**config.mk**
```make
export PLATFORM = sky130hd
export DESIGN_NAME = msdseq_top
export DESIGN_NICKNAME = d
export VERILOG_FILES = /design/src/msdseq_note_end.sv /design/src/msdseq_pkg.sv /design/src/msdseq_pin_sync.sv /design/src/msdseq_top.sv
export VERILOG_INCLUDE_DIRS = /design/src
export SDC_FILE = /design/constraint.sdc
export NUM_CORES = 1
export LEC_CHECK = 0
export BUFFER_PORTS_ARGS = -buffer_cell sky130_fd_sc_hd__buf_2
export CAP_MARGIN = 20
export CORE_UTILIZATION = 25
export CTS_BUF_LIST = sky130_fd_sc_hd__clkbuf_16
export DETAILED_ROUTE_END_ITERATION = 12
export PLACE_DENSITY = 0.5
export SYNTH_ARGS = -nofsm -noshare
export SYNTH_HDL_FRONTEND = slang
export SYNTH_SLANG_ARGS = --single-unit
```
**constraint.sdc**
```tcl
create_clock -name core_clk_i -period 6.2 [get_ports core_clk_i]
set_input_delay 0.31 -clock core_clk_i [delete_from_list [all_inputs] [get_ports core_clk_i]]
set_output_delay 0.31 -clock core_clk_i [all_outputs]
set_load 0.1 [all_outputs]
```
**src/msdseq_consts.svh**
```systemverilog
// constants of the module shutdown sequencer: timing figures and reset values
// assumes a single core clock whose rate is given here in kHz
`ifndef MSDSEQ_CONSTS_SVH
`define MSDSEQ_CONSTS_SVH

// ----------------------------------------
// clock and counter sizing
// ----------------------------------------
`define MSD_CLK_KHZ 25000
`define MSD_CNT_W 27

// ----------------------------------------
// press and shutdown times in milliseconds
// ----------------------------------------
`define MSD_KEY_ON_MS 1000
`define MSD_KEY_OFF_MS 2500
`define MSD_KILL_MS 200
`define MSD_FAST_MS 30

// ----------------------------------------
// cycle counts derived from the times
// ----------------------------------------
`define MSD_KEY_ON_CNT (`MSD_KEY_ON_MS * `MSD_CLK_KHZ)
`define MSD_KEY_OFF_CNT (`MSD_KEY_OFF_MS * `MSD_CLK_KHZ)
`define MSD_KILL_CNT (`MSD_KILL_MS * `MSD_CLK_KHZ)
`define MSD_FAST_CNT (`MSD_FAST_MS * `MSD_CLK_KHZ)

// ----------------------------------------
// reset values
// ----------------------------------------
`define MSD_PIN_IDLE 1'b1
`define MSD_CNT_RST 27'h0000000

`endif

```
**src/msdseq_note_end.sv**
```systemverilog
`timescale 1ns/1ps
`default_nettype none
`default_nettype wire

```
**src/msdseq_pkg.sv**
```systemverilog
// types shared by the module shutdown sequencer and its pin filter
// assumes msdseq_consts.svh is on the include path
`include "msdseq_consts.svh"

package msdseq_pkg;

	typedef logic [`MSD_CNT_W-1:0] msdseq_cnt_t;

	typedef enum logic [2:0]
	{
		ST_OFF,
		ST_BOOT,
		ST_ON,
		ST_FINAL,
		ST_FAST
	} msdseq_state_e;

	typedef struct packed
	{
		logic s1;
		logic s2;
		logic s3;
		logic q;
	} msdseq_sync_s;

	typedef struct packed
	{
		msdseq_state_e st;
		msdseq_cnt_t key_cnt;
		msdseq_cnt_t kill_cnt;
		msdseq_cnt_t fast_cnt;
		logic key_armed;
		logic trig_prev;
		logic pmon;
		logic aux;
	} msdseq_core_s;

endpackage

```
**src/msdseq_pin_sync.sv**
```systemverilog
// three-stage pin synchroniser with agreement filter
// assumes an asynchronous single-bit pin and the core clock
`timescale 1ns/1ps
`default_nettype none
`include "msdseq_consts.svh"

module msdseq_pin_sync
	import msdseq_pkg::*;
#(
	parameter logic RST_VAL = `MSD_PIN_IDLE
)
(
	input wire logic core_clk_i,
	input wire logic rst_n_i,
	input wire logic pin_i,
	output logic q_o
);

	msdseq_sync_s sync_r;
	msdseq_sync_s sync_nxt;

	// s1 feeds only s2; the output moves once s2 and s3 agree
	always_comb
	begin
		sync_nxt = sync_r;
		sync_nxt.s1 = pin_i;
		sync_nxt.s2 = sync_r.s1;
		sync_nxt.s3 = sync_r.s2;
		if (sync_r.s2 == sync_r.s3)
		begin
			sync_nxt.q = sync_r.s3;
		end
	end

	always_ff @(posedge core_clk_i)
	begin
		if (!rst_n_i)
		begin
			sync_r <= '{s1: RST_VAL, s2: RST_VAL, s3: RST_VAL, q: RST_VAL};
		end
		else
		begin
			sync_r <= sync_nxt;
		end
	end

	assign q_o = sync_r.q;

endmodule

`default_nettype wire

```
**src/msdseq_top.sv**
```systemverilog
// module shutdown sequencer: power key, hard kill and fast shutdown handling
// assumes firmware supplies command pulses and done levels on the core clock
//
// Functional notes
// - A power key hold longer than 2.5 s moves the device into finalization and later drops the power monitor.
// - A software shutdown command starts finalization and the power monitor drops when it ends.
// - The power monitor is low only while the device is off or still booting (ST_OFF or ST_BOOT).
// - A falling edge on the enabled trigger pin starts fast shutdown and the device is off within 30 ms of entering fast shutdown.
// - The auxiliary rail output goes low once the device has turned off.
// - A fast shutdown software command starts fast shutdown without any pin edge.
// - The power monitor rises once pad initialization has finished during power-up.
`timescale 1ns/1ps
`default_nettype none
`include "msdseq_consts.svh"

module msdseq_top
	import msdseq_pkg::*;
#(
	parameter int unsigned KEY_ON_CNT = `MSD_KEY_ON_CNT,
	parameter int unsigned KEY_OFF_CNT = `MSD_KEY_OFF_CNT,
	parameter int unsigned KILL_CNT = `MSD_KILL_CNT,
	parameter int unsigned FAST_CNT = `MSD_FAST_CNT
)
(
	input wire logic core_clk_i,
	input wire logic rst_n_i,
	input wire logic power_key_n_i,
	input wire logic hard_kill_n_i,
	input wire logic fast_trig_pin_i,
	input wire logic fast_trig_en_i,
	input wire logic shutdown_cmd_i,
	input wire logic fast_shutdown_cmd_i,
	input wire logic finalize_done_i,
	input wire logic fast_done_i,
	input wire logic pads_init_done_i,
	output logic power_monitor_o,
	output logic aux_rail_out_o,
	output logic finalizing_o,
	output logic fast_active_o
);

	// ----------------------------------------
	// elaboration checks
	// ----------------------------------------
	localparam longint unsigned CNT_LIM = 64'h1 << `MSD_CNT_W;

	if (KEY_ON_CNT < 2 || KEY_OFF_CNT < 2 || KILL_CNT < 2 || FAST_CNT < 2)
	begin : g_chk_min
		$error("sequencer counts must be at least two cycles");
	end
	if (KEY_ON_CNT >= CNT_LIM || KEY_OFF_CNT >= CNT_LIM || KILL_CNT >= CNT_LIM ||
		FAST_CNT >= CNT_LIM)
	begin : g_chk_max
		$error("sequencer count exceeds counter width");
	end

	localparam msdseq_cnt_t KEY_ON_END = msdseq_cnt_t'(KEY_ON_CNT - 1);
	localparam msdseq_cnt_t KEY_OFF_END = msdseq_cnt_t'(KEY_OFF_CNT - 1);
	localparam msdseq_cnt_t KILL_END = msdseq_cnt_t'(KILL_CNT - 1);
	localparam msdseq_cnt_t FAST_END = msdseq_cnt_t'(FAST_CNT - 1);

	// ----------------------------------------
	// pin filters
	// ----------------------------------------
	logic key_n;
	logic kill_n;
	logic trig;

	msdseq_pin_sync u_key_sync
	(
		.core_clk_i(core_clk_i),
		.rst_n_i(rst_n_i),
		.pin_i(power_key_n_i),
		.q_o(key_n)
	);

	msdseq_pin_sync u_kill_sync
	(
		.core_clk_i(core_clk_i),
		.rst_n_i(rst_n_i),
		.pin_i(hard_kill_n_i),
		.q_o(kill_n)
	);

	msdseq_pin_sync u_trig_sync
	(
		.core_clk_i(core_clk_i),
		.rst_n_i(rst_n_i),
		.pin_i(fast_trig_pin_i),
		.q_o(trig)
	);

	// ----------------------------------------
	// state and next-state logic
	// ----------------------------------------
	msdseq_core_s core_r;
	msdseq_core_s core_nxt;

	logic key_on_fire;
	logic key_off_fire;
	logic kill_fire;
	logic fast_fire;
	logic live;

	// saturating count while a line is held, cleared on release
	function automatic msdseq_cnt_t hold_cnt(input logic held, input msdseq_cnt_t cnt);
		if (!held)
		begin
			return '0;
		end
		if (&cnt)
		begin
			return cnt;
		end
		return cnt + msdseq_cnt_t'(1);
	endfunction

	assign live = (core_r.st == ST_ON) || (core_r.st == ST_FINAL);
	assign kill_fire = !kill_n && (core_r.kill_cnt == KILL_END) && (core_r.st != ST_OFF);
	// falling edge seen only on the filtered level, never on a raw flop
	assign fast_fire = live && ((fast_trig_en_i && core_r.trig_prev && !trig) ||
		fast_shutdown_cmd_i);
	assign key_on_fire = (core_r.st == ST_OFF) && !key_n && (core_r.key_cnt == KEY_ON_END);
	// the key must be released after power-on before a hold can count toward shutdown
	assign key_off_fire = (core_r.st == ST_ON) && core_r.key_armed && !key_n &&
		(core_r.key_cnt == KEY_OFF_END);

	always_comb
	begin
		core_nxt = core_r;
		core_nxt.key_cnt = hold_cnt(!key_n, core_r.key_cnt);
		core_nxt.kill_cnt = hold_cnt(!kill_n, core_r.kill_cnt);
		core_nxt.trig_prev = trig;
		if (key_n)
		begin
			core_nxt.key_armed = 1'b1;
		end
		// hard kill overrides everything, then fast shutdown, then graceful paths
		if (kill_fire)
		begin
			core_nxt.st = ST_OFF;
			core_nxt.pmon = 1'b0;
			core_nxt.aux = 1'b0;
		end
		else if (fast_fire)
		begin
			core_nxt.st = ST_FAST;
			core_nxt.fast_cnt = '0;
		end
		else
		begin
			case (core_r.st)
				ST_OFF:
				begin
					if (key_on_fire)
					begin
						core_nxt.st = ST_BOOT;
						core_nxt.aux = 1'b1;
						core_nxt.key_armed = 1'b0;
					end
				end
				ST_BOOT:
				begin
					if (pads_init_done_i)
					begin
						core_nxt.st = ST_ON;
						core_nxt.pmon = 1'b1;
					end
				end
				ST_ON:
				begin
					if (shutdown_cmd_i || key_off_fire)
					begin
						core_nxt.st = ST_FINAL;
					end
				end
				ST_FINAL:
				begin
					if (finalize_done_i)
					begin
						core_nxt.st = ST_OFF;
						core_nxt.pmon = 1'b0;
						core_nxt.aux = 1'b0;
					end
				end
				ST_FAST:
				begin
					core_nxt.fast_cnt = core_r.fast_cnt + msdseq_cnt_t'(1);
					// the timeout caps the fast path even if firmware never reports done
					if (fast_done_i || core_r.fast_cnt == FAST_END)
					begin
						core_nxt.st = ST_OFF;
						core_nxt.pmon = 1'b0;
						core_nxt.aux = 1'b0;
					end
				end
				default:
				begin
					core_nxt.st = ST_OFF;
					core_nxt.pmon = 1'b0;
					core_nxt.aux = 1'b0;
				end
			endcase
		end
	end

	always_ff @(posedge core_clk_i)
	begin
		if (!rst_n_i)
		begin
			core_r <= '{st: ST_OFF, key_cnt: `MSD_CNT_RST, kill_cnt: `MSD_CNT_RST,
				fast_cnt: `MSD_CNT_RST, key_armed: 1'b0, trig_prev: `MSD_PIN_IDLE,
				pmon: 1'b0, aux: 1'b0};
		end
		else
		begin
			core_r <= core_nxt;
		end
	end

	assign power_monitor_o = core_r.pmon;
	assign aux_rail_out_o = core_r.aux;
	assign finalizing_o = (core_r.st == ST_FINAL);
	assign fast_active_o = (core_r.st == ST_FAST);
endmodule

`default_nettype wire

```
Yosys cells after proc, flatten, opt, wreduce, memory -nomap -nowiden --
Index checks and enable logic that the tools add are counted.
Storage, ports and cells: bits in registers 100, bits of input ports 11, output and inout port bits 4, logic and storage cells 117
Cells by class: add/sub/neg operators 3, equality and inequality tests 23, multiplexer cells 34, bitwise logic cells 5, reduce and logical (&&, ||, !) cells 31
Operators with widths (number):
- 2-to-1 mux 27 bit | 10
- adder 27 x 1 -> 27 bit (second input constant) | 3
- AND reduction 27 bit | 2
- equality test 27 x 20 -> 1 bit (second input constant) | 1
- equality test 27 x 23 -> 1 bit (second input constant) | 1
- equality test 27 x 25 -> 1 bit (second input constant) | 1
- equality test 27 x 26 -> 1 bit (second input constant) | 1
- AND reduction 5 bit | 4
- 2-to-1 mux 3 bit | 6
- case mux 3 bit (5 select lines) | 1
- 2-to-1 mux 1 bit | 13
- != test 3 bit (second input constant) | 4
- logical AND 1 bit | 10
- case mux 1 bit (4 select lines) | 2
- equality test 3 x 2 -> 1 bit (second input constant) | 2
- != test 2 bit (second input constant) | 3
- != test 3 x 2 -> 1 bit (second input constant) | 2
- OR reduction 2 bit | 3
- NOT 1 bit | 5
- logical OR 1 bit | 4
- 2-to-1 mux 2 bit | 2
- != test 2 x 1 -> 1 bit (second input constant) | 2
- equality test 1 bit | 3
- equality test 3 x 1 -> 1 bit (second input constant) | 1
- 8 further kinds | 10

Longest topological paths before layout --
Gate-level depths: netlist of the first run.
depth in word-level cells 8, mapped depth 8, depth with buffers taken out 6

Modules after synthesis --
From an unflattened synthesis of the first run, not the netlist that was laid out.
Second synthesis, totals: cell total of the unflattened synthesis 593, area, all modules 4918.5 um2
By module, submodules not included:
- msdseq_top | times used 1, cells an instance 563, area each 4580.6 um2, seq. area each 1761.7 um2
- msdseq_pin_sync | times used 3, cells an instance 10, area each 112.6 um2, seq. area each 80.1 um2

Least setup slack after synthesis of the first run --
Ideal clock, no wire load.
path kind register to register, start point reg core_r[87] (netlist bit), end point reg core_r[21] (netlist bit), library setup time 66 ps, data arrival time 2867 ps, required time 6134 ps, path slack 3267 ps, stages on the path, launching flop included 8, path buffers 2, clock period less this slack 2933 ps, cell sequence dfxtp_1 buf_4 nor3b_2 a221o_4 o31ai_4 buf_6 or4_1 a21oi_2
Between the ends: elaborated cells between the ends (all ways) 11, classes of those cells eq/ne (3); mux (1); bitwise (1); reduce/logical (6)
RTL lines:
- from (decl) | line msdseq_top.sv:96 | msdseq_core_s core_r;
- from (signal assigned) | line msdseq_top.sv:211 | core_r <= '{st: ST_OFF, key_cnt: `MSD_CNT_RST, kill_cnt: `MSD_CNT_RST,
- from (signal assigned) | line msdseq_top.sv:217 | core_r <= core_nxt;
- equality test 3 bit
- via fast_active_o | line msdseq_top.sv:39 | output logic fast_active_o
- nonzero test 2 bit (no line)
- AND reduction 2 bit (no line)
The timed path passes the listed nets, and every way through them passes these cells. A chain may end at the register's enable or synchronous reset.

Worst setup path after layout of the first run --
start point reg core_r[43] (netlist bit), end point reg core_r[9] (netlist bit)
Between the ends: word-level cells in the longest chain between the ends 5
Ends and longest elaborated chain:
- equality test 27 x 23 -> 1 bit | line msdseq_top.sv:119 | assign kill_fire = !kill_n && (core_r.kill_cnt == KILL_END) && (core_r.st != ST_OFF);
- logical AND 1 bit (2 in a row) | line msdseq_top.sv:119
- NOT 1 bit (no line)
- AND reduction 2 bit (no line)
Every way passes these cells.

==> impl_metrics.toml, run 1 <==
[run_status]
outcome = "finished clean"

[grt]
pin_count_of_the_biggest_net_entering_global_routing = 40
antenna_found_initial = 1
gr-usage-met1 = 0.161
gr_met2_demand_resource = 0.186
grt_pass1_vias = 3946
grt.busiest_layer = "met2"
grt_first_pass_wirelength_um = 20600
global_route.usage.total = 0.119
grt-ovfl-total = 0
grt_use_met3 = 0.0284

[power_and_ir_drop]
power_density_mw_per_mm2 = 219
worst_ir_drop_vdd_mv = 0.126
p_leak_nw = 1.67

[worst_setup_path]
critical_path.endpoint_type = "register"
critical_path.reg2reg.startpoint = "core_r[43]$_SDFFE_PN0P_"
critical_path.max_fanout = 25
worst_setup_path_startpoint = "core_r[43]$_SDFFE_PN0P_"
critical_path_arrival_ns = 2.67
path_delay_family = "simple AND/OR/NAND/NOR gates"
timing.critical_path.slowest_stage_cell = "sky130_fd_sc_hd__nor3_4"
crit_path_start_kind = "register"
worst-setup-path-type = "register to register"
critical_path.cell_chain = "nor4b_1 -> nand4_1 -> nor3_4 -> o21ai_4 -> a21oi_1"
critPathBufInv = 0
critical_path_rt_ns = 6.48
cpPeakStageDelay_ns = 0.57

[yosys]
synth_edf_count = 0
ys_warn_count = 0
synth_ff_type = "sky130_fd_sc_hd__dfxtp_1"
synthDistinctLibCells = 65
syn_area_mm2 = 0.00520
avgSynthCellArea_um2 = 8.64
postSynthNetCount = 616
yosysSeqAreaShare = 0.385
synth.ff_latch_count = 100
post_synth_inst_count = 602
async_set_or_reset_flop_fraction_in_the_synthesized_netlist = 0

[die]
die_y_um = 146
core-area_mm2 = 0.0203
floorplan.io_pins = 15
chipWidth_um = 146
number_of_cell_rows = 52
initial_core_util = 0.256
area_of_the_die_mm2 = 0.0214

[timing]
setup_violations = 0
maxSlewViolCount = 0
timing.setup.tns_ns = 0
fmaxAchievable_mhz = 418
timing.final.crit_period_ns = 2.39
fin_skew_ns = 0.0125
slew_headroom = 0.319
timing_hold_violations_final = 0
setup_slack_ns = 3.81
worst_slew_pin_slew_ns = 1.02
grt_setup_unrepaired = "false"
layout_worst_path_cycle_share = 0.386

[hold_path]
min-delay-path-class = "input port to register"
min-delay-start = "hard_kill_n_i"

[placed_design]
place_worst_setup_slack_ns = 3.86
detailedPlacementHpwl_um = 8320
gp_congestion = 0.750
buffer_ports.inserted = 14

[clock_tree]
tritoncts = "yes"
clock-root-buffer = "sky130_fd_sc_hd__clkbuf_16"
htreeDepth = 3
cts_sinks = 100
cts_buffers = 9
number_of_hold_buffers_added_after_cts = 0
ctsResizeCount = 0
cts.reportedPaths.clkPinSlew_ns = 0.08
post-cts-setup-buffers = 0
insertion_delay_ns = 0.36
cts_buffer_depth = 2

[route]
number_of_vias_in_the_routed_layout = 4383
route.detailed.vias_per_inst = 5.03
postRouteAntennaNets = 0
drt_iter0_drc = 252
dr.pass1.iters = 5
drt-wirelength-per-cell_um = 14.0
total_routed_length_um = 12200
detail_route.drc_violations = 0

[layout]
finish.net_count = 611
diodes_inserted = 0
fraction_of_final_layout_cells_sized_beyond_drive_strength_1 = 0.120
fin_util = 0.282
area_growth_pct = 10.2

[run]
maxCapViolCount = 0
## worst paths after layout
kind,cells after the start,slack [ns],endpoint
worst min-delay path,2,0.13,u_kill_sync.sync_nxt[2]$_SDFF_PN1_
worst max register to register,5,3.81,core_r[9]$_SDFFE_PN0P_
worst min register to register,1,0.41,u_key_sync.sync_nxt[1]$_SDFF_PN1_
worst max-delay path,5,3.81,core_r[9]$_SDFFE_PN0P_
## cell families (layout without fill, tap and decap cells)
logic type / Yosys count / after routing / synth area share
mux: 6 / 6 / 0.0118
xor+xnor: 17 / 17 / 0.0286
fa+ha+maj: 3 / 3 / 0.00722
compound gates: 152 / 152 / 0.198
simple gates: 283 / 283 / 0.325
buf+inv: 41 / 41 / 0.0440
flops: 100 / 100 / 0.385
## synthesized netlist by cell type, types with 5 or more instances
library cell	count	area, µm²
sky130_fd_sc_hd__dfxtp_1	100	2000
sky130_fd_sc_hd__nand2_1	48	180
sky130_fd_sc_hd__a21oi_1	41	205
sky130_fd_sc_hd__nor2_1	37	139
sky130_fd_sc_hd__o21ai_0	30	150
sky130_fd_sc_hd__nand3_1	29	145
sky130_fd_sc_hd__or4_1	27	203
sky130_fd_sc_hd__o31ai_1	26	195
sky130_fd_sc_hd__or3_1	26	163
sky130_fd_sc_hd__nand4_1	25	156
sky130_fd_sc_hd__a21oi_2	20	175
sky130_fd_sc_hd__nand2b_1	17	106
sky130_fd_sc_hd__and3_1	16	100
sky130_fd_sc_hd__clkbuf_1	12	45.0
sky130_fd_sc_hd__xnor2_1	12	105
sky130_fd_sc_hd__and4_1	11	96.3
sky130_fd_sc_hd__inv_1	9	33.8
sky130_fd_sc_hd__a31oi_1	8	50.1
sky130_fd_sc_hd__buf_6	8	90.1
sky130_fd_sc_hd__buf_2	7	35.0
sky130_fd_sc_hd__nor3_1	7	35.0
sky130_fd_sc_hd__and2_1	6	37.5
sky130_fd_sc_hd__nor4_1	6	37.5
sky130_fd_sc_hd__nor4b_1	6	52.6
sky130_fd_sc_hd__mux2i_1	5	50.1
sky130_fd_sc_hd__xor2_1	5	43.8
## per-layer routing
layer,routed length (µm),up-vias
met5,13,-
met4,183,2
met3,358,13
met2,5620,40
met1,6030,2059
li1,-,2269
## worst reg2reg max path: stages (launching register included)
cell	delay [ns]
sky130_fd_sc_hd__dfxtp_1	0.38
sky130_fd_sc_hd__nor4b_1	0.45
sky130_fd_sc_hd__nand4_1	0.29
sky130_fd_sc_hd__nor3_4	0.57
sky130_fd_sc_hd__o21ai_4	0.40
sky130_fd_sc_hd__a21oi_1	0.22
## metrics by stage
step                      instance area, µm²  power [mW]  cells  hold WS [ns]
after floorplan                         5200       0.670    602         0.386
after global placement                  5430       0.676    856         0.389
after detailed placement                5430       0.676    856         0.392
after CTS                               5730        1.28    872         0.118
after global routing                    5730        1.31    872         0.129
final                                   5730        1.26    872         0.133
## power breakdown
part,total (mW),switching [mW],internal (mW),leakage (nW)
combinational,0.0150,0.0103,0.00472,0.712
sequential,0.645,0.00111,0.644,0.807
clock,0.595,0.276,0.319,0.148
## area by class of cell
class,count,area (µm²)
tap,270,338
multi-input combinational,461,2970
sequential,100,2000
inverter,9,33.8
clock inverter,7,80.1
timing repair buffer,16,85.1
fill,2207,14600
clock buffer,9,225
## state kept, by name, summed over array words and instances (netlist names)
| register | count |
|---|---|
| power_monitor_o | 1 |
| u_trig_sync.sync_nxt | 2 |
| u_kill_sync.sync_nxt | 2 |
| u_key_sync.q_o | 1 |
| u_key_sync.sync_nxt | 2 |
| u_trig_sync.q_o | 1 |
| core_r | 86 |
| aux_rail_out_o | 1 |
| u_trig_sync.sync_r | 1 |
| u_kill_sync.sync_r | 1 |
| u_kill_sync.q_o | 1 |
| u_key_sync.sync_r | 1 |
## cells in the final DEF (no fill, tap or decap), types with 11 or more instances in the layout
master	synthesis	layout
sky130_fd_sc_hd__dfxtp_1	100	100
sky130_fd_sc_hd__nand2_1	48	48
sky130_fd_sc_hd__a21oi_1	41	41
sky130_fd_sc_hd__nor2_1	37	37
sky130_fd_sc_hd__o21ai_0	30	30
sky130_fd_sc_hd__nand3_1	29	29
sky130_fd_sc_hd__or4_1	27	27
sky130_fd_sc_hd__or3_1	26	26
sky130_fd_sc_hd__o31ai_1	26	26
sky130_fd_sc_hd__nand4_1	25	25
sky130_fd_sc_hd__a21oi_2	20	20
sky130_fd_sc_hd__nand2b_1	17	17
sky130_fd_sc_hd__and3_1	16	16
sky130_fd_sc_hd__buf_2	7	14
sky130_fd_sc_hd__xnor2_1	12	12
sky130_fd_sc_hd__and4_1	11	11
Note: power is estimated with default switching activity, not from simulation.
==> run 2, diff against run 1 <==
- clock period: 6.2 -> 2.3 ns (I/O delays scaled with it)
==> run 2 against run 1 <==
Against the previous run:
- wire length up 0.74%
- power rose to 2.6 times the previous value
- via count up 0.98%
- register-to-register slack worse by 3.6 ns
- setup slack worse by 3.6 ns
- clock power rose to 2.5 times the previous value
- cell area up 3.5%
- die area unchanged
- sequential share of layout area down 1.2 points
- cell count up 2.2%
- first-iteration DRC count down 13%
- clock-buffer cell count unchanged
- critical path type unchanged
==> impl_metrics.toml, run 2 (synthesis gave the netlist of run 1 again) <==
[run_status]
outcome = "finished clean"

[die]
die_y_um = 146
number_of_cell_rows = 52
area_of_the_die_mm2 = 0.0214
initial_core_util = 0.256
chipWidth_um = 146
floorplan.io_pins = 15
core-area_mm2 = 0.0203

[route]
dr.pass1.iters = 4
number_of_vias_in_the_routed_layout = 4426
detail_route.drc_violations = 0
drt-wirelength-per-cell_um = 13.8
postRouteAntennaNets = 0
route.detailed.vias_per_inst = 4.97
drt_iter0_drc = 218
total_routed_length_um = 12300

[power_and_ir_drop]
worst_ir_drop_vdd_mv = 0.296
int_pwr_mw = 2.52
power_frac_comb = 0.014
sequentialPowerShare = 0.528
switching_share = 0.237
clock_network_fraction_of_design_power = 0.459
power_mw = 3.30
p_leak_nw = 1.76
power_density_mw_per_mm2 = 555
p_sw_mw = 0.783

[grt]
pin_count_of_the_biggest_net_entering_global_routing = 40
antenna_found_initial = 0
global_route.usage.total = 0.120
grt_pass1_vias = 4093
grt-ovfl-total = 0
grt_first_pass_wirelength_um = 20800

[timing]
layout_worst_path_cycle_share = 0.925
setup_slack_ns = 0.173
maxSlewViolCount = 0
timing.final.crit_period_ns = 2.13
fmaxAchievable_mhz = 470
slew_headroom = 0.350
fin_skew_ns = 0.00829
setup_violations = 0
timing.setup.tns_ns = 0
timing_hold_violations_final = 0
worst_slew_pin_slew_ns = 0.972
timing.hold.ws_ns = 0.208
grt_setup_unrepaired = "false"

[hold_path]
min-delay-path-class = "input port to register"
worst_hold_path.endpoint = "u_key_sync.sync_nxt[2]$_SDFF_PN1_"
hold-path-cell-count = 3
min-delay-start = "rst_n_i"

[worst_setup_path]
critical_path.max_fanout = 39
path_delay_family = "simple AND/OR/NAND/NOR gates"
critPathBufInv = 2
ff2ff_setup_slack_ns = 0.17
critical_path_arrival_ns = 2.41
critical_path.endpoint_type = "register"
crit_path_start_kind = "register"
worst_r2r_path_depth = 8
worst-setup-path-type = "register to register"
critical_path.cell_chain = "ha_1 -> and2_1 -> nand4_1 -> buf_4 -> o31ai_4 -> buf_12 -> or4_1 -> a21oi_2"
critical_path.reg2reg.startpoint = "core_r[31]$_SDFFE_PN0P_"
critical_path_rt_ns = 2.59
cpPeakStageDelay_ns = 0.53
timing.critical_path.slowest_stage_cell = "sky130_fd_sc_hd__or4_1"
regToRegEndpoint = "core_r[21]$_SDFFE_PN0P_"

[placed_design]
placed_cells_incl_taps = 871
detailedPlacementHpwl_um = 8720
place_worst_setup_slack_ns = 0.0749
gp_congestion = 0.767
buffer_ports.inserted = 14
detailed_place.area_mm2 = 0.00560

[clock_tree]
htreeDepth = 3
insertion_delay_ns = 0.36
cts_sinks = 100
tritoncts = "yes"
cts.reportedPaths.clkPinSlew_ns = 0.08
clock-root-buffer = "sky130_fd_sc_hd__clkbuf_16"
cts_buffer_depth = 2
cts_buffers = 9

[layout]
fraction_of_final_layout_cells_sized_beyond_drive_strength_1 = 0.155
finalInstanceArea_mm2 = 0.00594
mostFrequentLayoutCells = "sky130_fd_sc_hd__dfxtp_1 (99), sky130_fd_sc_hd__nand2_1 (48), sky130_fd_sc_hd__a21oi_1 (41), sky130_fd_sc_hd__nor2_1 (37)"
fill_cells = 2179
fin_cells = 891
fin_util = 0.292
diodes_inserted = 0
finish.net_count = 630
top_register = "core_r"
ff_latch_area_mm2 = 0.00200
most_frequent_standard_cell_in_the_layout_excluding_fill_and_tap_cells = "sky130_fd_sc_hd__dfxtp_1"
multi_input_comb_area_mm2 = 0.00302
area_growth_pct = 14.1
largest_register_ffs = 86

[run]
maxCapViolCount = 0
[run 2: cell types whose count changed in the layout (fill, tap and decap cells not counted), moves of 2 or more]
cell	delta
sky130_fd_sc_hd__dlygate4sd3_1	+3
sky130_fd_sc_hd__or4_4	+2
sky130_fd_sc_hd__buf_4	+15
sky130_fd_sc_hd__or4_1	-2
[run 2: worst max-delay path by stage]
stage	start	endpoint	slack, ns	cells after the start
2_1_floorplan	core_r[87]$_SDFFE_PP0P_	core_r[21]$_SDFFE_PN0P_	-0.20	7
3_3_place_gp	core_r[4]$_SDFFE_PN0P_	core_r[85]$_SDFFE_PP0P_	0.05	6
3_5_place_dp	core_r[4]$_SDFFE_PN0P_	core_r[85]$_SDFFE_PP0P_	0.07	6
4_1_cts	core_r[4]$_SDFFE_PN0P_	core_r[85]$_SDFFE_PP0P_	0.04	6
5_1_grt	core_r[5]$_SDFFE_PN0P_	core_r[85]$_SDFFE_PP0P_	0.04	6
6_report	core_r[31]$_SDFFE_PN0P_	core_r[21]$_SDFFE_PN0P_	0.17	8
[run 2: power by group through the flow]
| stage | sequential (mW) | clock [mW] | combinational [mW] |
|---|---|---|---|
| CTS | 1.74 | 1.57 | 0.0478 |
| detailed placement | 1.78 | 0 | 0.0439 |
| global placement | 1.78 | 0 | 0.0439 |
| global route | 1.74 | 1.62 | 0.0516 |
| finish | 1.74 | 1.51 | 0.0458 |
| floorplan | 1.78 | 0 | 0.0267 |
[run 2: per-layer routing]
| layer | GRT usage | vias to the layer above | share of wire |
|---|---|---|---|
| li1 | - | 2308 | - |
| met1 | 0.161 | 2045 | 0.50 |
| met2 | 0.188 | 59 | 0.45 |
| met3 | 0.0272 | 14 | 0.028 |
| met4 | 0.0438 | 0 | 0.021 |
| met5 | 0 | - | 0 |
[run 2: worst reg2reg max path: stages, from the launching register on]
cell and delay (ns):
sky130_fd_sc_hd__dfxtp_1 0.34, sky130_fd_sc_hd__ha_1 0.21, sky130_fd_sc_hd__and2_1 0.23, sky130_fd_sc_hd__nand4_1 0.21, sky130_fd_sc_hd__buf_4 0.16, sky130_fd_sc_hd__o31ai_4 0.06, sky130_fd_sc_hd__buf_12 0.17, sky130_fd_sc_hd__or4_1 0.55
sky130_fd_sc_hd__a21oi_2 0.14
[run 2: final cells by class]
| type | count | share of cell area |
|---|---|---|
| Inverter | 9 | 0.00569 |
| Multi-Input combinational cell | 461 | 0.509 |
| Tap cell | 270 | 0.0569 |
| Sequential cell | 100 | 0.337 |
| Timing Repair Buffer | 35 | 0.0417 |
| Clock buffer | 9 | 0.0379 |
| Clock inverter | 7 | 0.0116 |
[run 2: repair_timing]
item / CTS / global route
setup buffers: 0 / 1
gates resized for setup: 0 / 4
setup endpoints to repair: 0 / 15
hold buffers: 3 / 0
endpoints found under the hold margin: 3 / 0
==> run 3, diff against run 2 <==
- CORE_UTILIZATION: 25 -> 49
- PLACE_DENSITY: 0.5 -> 0.76
==> run 3 against run 2 <==
Against the previous run:
- power shrank 0.14%
- wire length shrank 6.0%
- setup slack improved by 0.030 ns
- worst hold slack got worse by 0.19 ns
- maximum frequency up 1.4%
- via count increased by 2.5%
- global-route usage up 9.9 points
- largest power group unchanged
- register-to-register slack better by 0.03 ns
- sequential cell count stayed put
- cell count is 15% lower
- critical endpoint is now core_r[19]$_SDFFE_PN0P_
- sequential power hardly changed
- clock skew increased by 0.0017 ns
==> impl_metrics.toml, run 3 (synthesis gave the netlist of run 1 again) <==
[timing]
grt_setup_unrepaired = "false"
setup_violations = 0
timing.final.crit_period_ns = 2.10
worst_slew_pin_slew_ns = 0.635
fin_skew_ns = 0.00996
timing_hold_violations_final = 0
fmaxAchievable_mhz = 477
maxSlewViolCount = 0
layout_worst_path_cycle_share = 0.912
slew_headroom = 0.576

[grt]
global_route.usage.total = 0.219
grt-ovfl-total = 0
pin_count_of_the_biggest_net_entering_global_routing = 40
grt_pass1_vias = 4199
grt_first_pass_wirelength_um = 19600
antenna_found_initial = 1

[die]
area_of_the_die_mm2 = 0.0110
core-area_mm2 = 0.0103
floorplan.io_pins = 15
chipWidth_um = 105
number_of_cell_rows = 37
die_y_um = 105
initial_core_util = 0.504

[power_and_ir_drop]
worst_ir_drop_vdd_mv = 0.438
power_frac_comb = 0.015
sequentialPowerShare = 0.529
clock_network_fraction_of_design_power = 0.456
p_leak_nw = 1.75
switching_share = 0.211
p_sw_mw = 0.694
int_pwr_mw = 2.60
power_density_mw_per_mm2 = 573
power_mw = 3.29

[hold_path]
min-delay-start = "rst_n_i"
min-delay-path-class = "input port to register"

[layout]
fin_util = 0.557
most_frequent_standard_cell_in_the_layout_excluding_fill_and_tap_cells = "sky130_fd_sc_hd__dfxtp_1"
finalInstanceArea_mm2 = 0.00575
finish.net_count = 626
fill_cells = 944
multi_input_comb_area_mm2 = 0.00301
area_growth_pct = 10.5
largest_register_ffs = 86
top_register = "core_r"
mostFrequentLayoutCells = "sky130_fd_sc_hd__dfxtp_1 (99), sky130_fd_sc_hd__nand2_1 (48), sky130_fd_sc_hd__a21oi_1 (41), sky130_fd_sc_hd__nor2_1 (37), sky130_fd_sc_hd__o21ai_0 (30)"
fraction_of_final_layout_cells_sized_beyond_drive_strength_1 = 0.141
ff_latch_area_mm2 = 0.00200

[worst_setup_path]
worst_setup_path_startpoint = "core_r[43]$_SDFFE_PN0P_"
critical_path.max_fanout = 39
cpPeakStageDelay_ns = 0.49
critical_path_rt_ns = 2.58
crit_path_start_kind = "register"
timing.critical_path.slowest_stage_cell = "sky130_fd_sc_hd__nor4b_1"
critical_path.cell_chain = "nor4b_1 -> nand4_1 -> o31ai_4 -> buf_12 -> o31ai_1 -> a21oi_2"
worst-setup-path-type = "register to register"
critical_path.endpoint_type = "register"
critical_path.reg2reg.startpoint = "core_r[43]$_SDFFE_PN0P_"
critical_path_arrival_ns = 2.38

[route]
met2_wirelength_um = 5770
dr.max_layer_used = "met4"
total_routed_length_um = 11600
drt_iter0_drc = 335
dr.pass1.iters = 5
postRouteAntennaNets = 0
met3_length_um = 523
route.detailed.vias_per_inst = 6.02
number_of_vias_in_the_routed_layout = 4538
detail_route.drc_violations = 0
drt-wirelength-per-cell_um = 15.3
detail_route.wirelength.met1_um = 5150

[placed_design]
detailedPlacementHpwl_um = 8140
gp_congestion = 0.828
buffer_ports.inserted = 14
detailed_place.area_mm2 = 0.00541

[clock_tree]
clock-root-buffer = "sky130_fd_sc_hd__clkbuf_16"
htreeDepth = 3
ctsResizeCount = 0
insertion_delay_ns = 0.35
cts.reportedPaths.clkPinSlew_ns = 0.07
number_of_hold_buffers_added_after_cts = 4
cts_sinks = 100
post-cts-setup-buffers = 0
cts_buffers = 9
tritoncts = "yes"
cts_buffer_depth = 2

[run_status]
outcome = "finished clean"

[run]
maxCapViolCount = 0
-- run 3: changes by cell type in the layout (fill, tap and decap cells not counted), sizes merged --
cell / previous run / this run
buf: 32 / 27
bufinv: 0 / 1
clkinv: 2 / 3
clkinvlp: 2 / 1
diode: 0 / 1
dlygate4sd3: 3 / 4
inv: 12 / 11
-- run 3: power by group through the flow --
stage / registers, mW / clock network, mW / logic (mW)
after floorplan: 1.78 / 0 / 0.0267
after global placement: 1.78 / 0 / 0.0429
after detailed placement: 1.78 / 0 / 0.0436
after CTS: 1.74 / 1.54 / 0.0492
after global routing: 1.74 / 1.61 / 0.0533
final: 1.74 / 1.50 / 0.0491
-- run 3: final timing paths --
check                                       end  slack [ns]  depth (start not counted)
max                     core_r[19]$_SDFFE_PN0P_        0.20                          6
min          u_kill_sync.sync_nxt[1]$_SDFF_PN1_        0.02                          2
max reg2reg             core_r[19]$_SDFFE_PN0P_        0.20                          6
min reg2reg  u_trig_sync.sync_nxt[1]$_SDFF_PN1_        0.41                          1
-- run 3: stage by stage --
stage,cells,worst slack [ns],hold WS [ns],TNS (ns)
detailed placement,733,0.178,0.299,0
CTS,753,0.160,0.00157,0
floorplan,602,-0.201,0.216,-1.56
global route,754,0.0186,0.0215,0
global placement,733,0.283,0.296,0
finish,754,0.203,0.0164,0
-- run 3: metal layers --
layer	track usage	vias up
li1	-	2291
met1	0.267	2126
met3	0.0536	10
met4	0.0875	0
met5	0	-
met2	0.369	111
-- run 3: final cells by class --
cell class,count,area share
tap,136,0.0296
antenna,1,0.000436
clock inverter,7,0.0118
inverter,9,0.00588
timing repair buffer,31,0.0405
sequential,100,0.349
multi-input combinational,461,0.524
clock buffer,9,0.0392
-- run 3: worst max-delay path: cells and delay by family, from the launching register on --
| kind | cells | cell delay, ns |
|---|---|---|
| AO/OA/AOI/OAI | 3 | 0.57 |
| AND/OR/NAND/NOR | 2 | 0.83 |
| buffers and inverters | 1 | 0.23 |
| flip-flops | 1 | 0.39 |
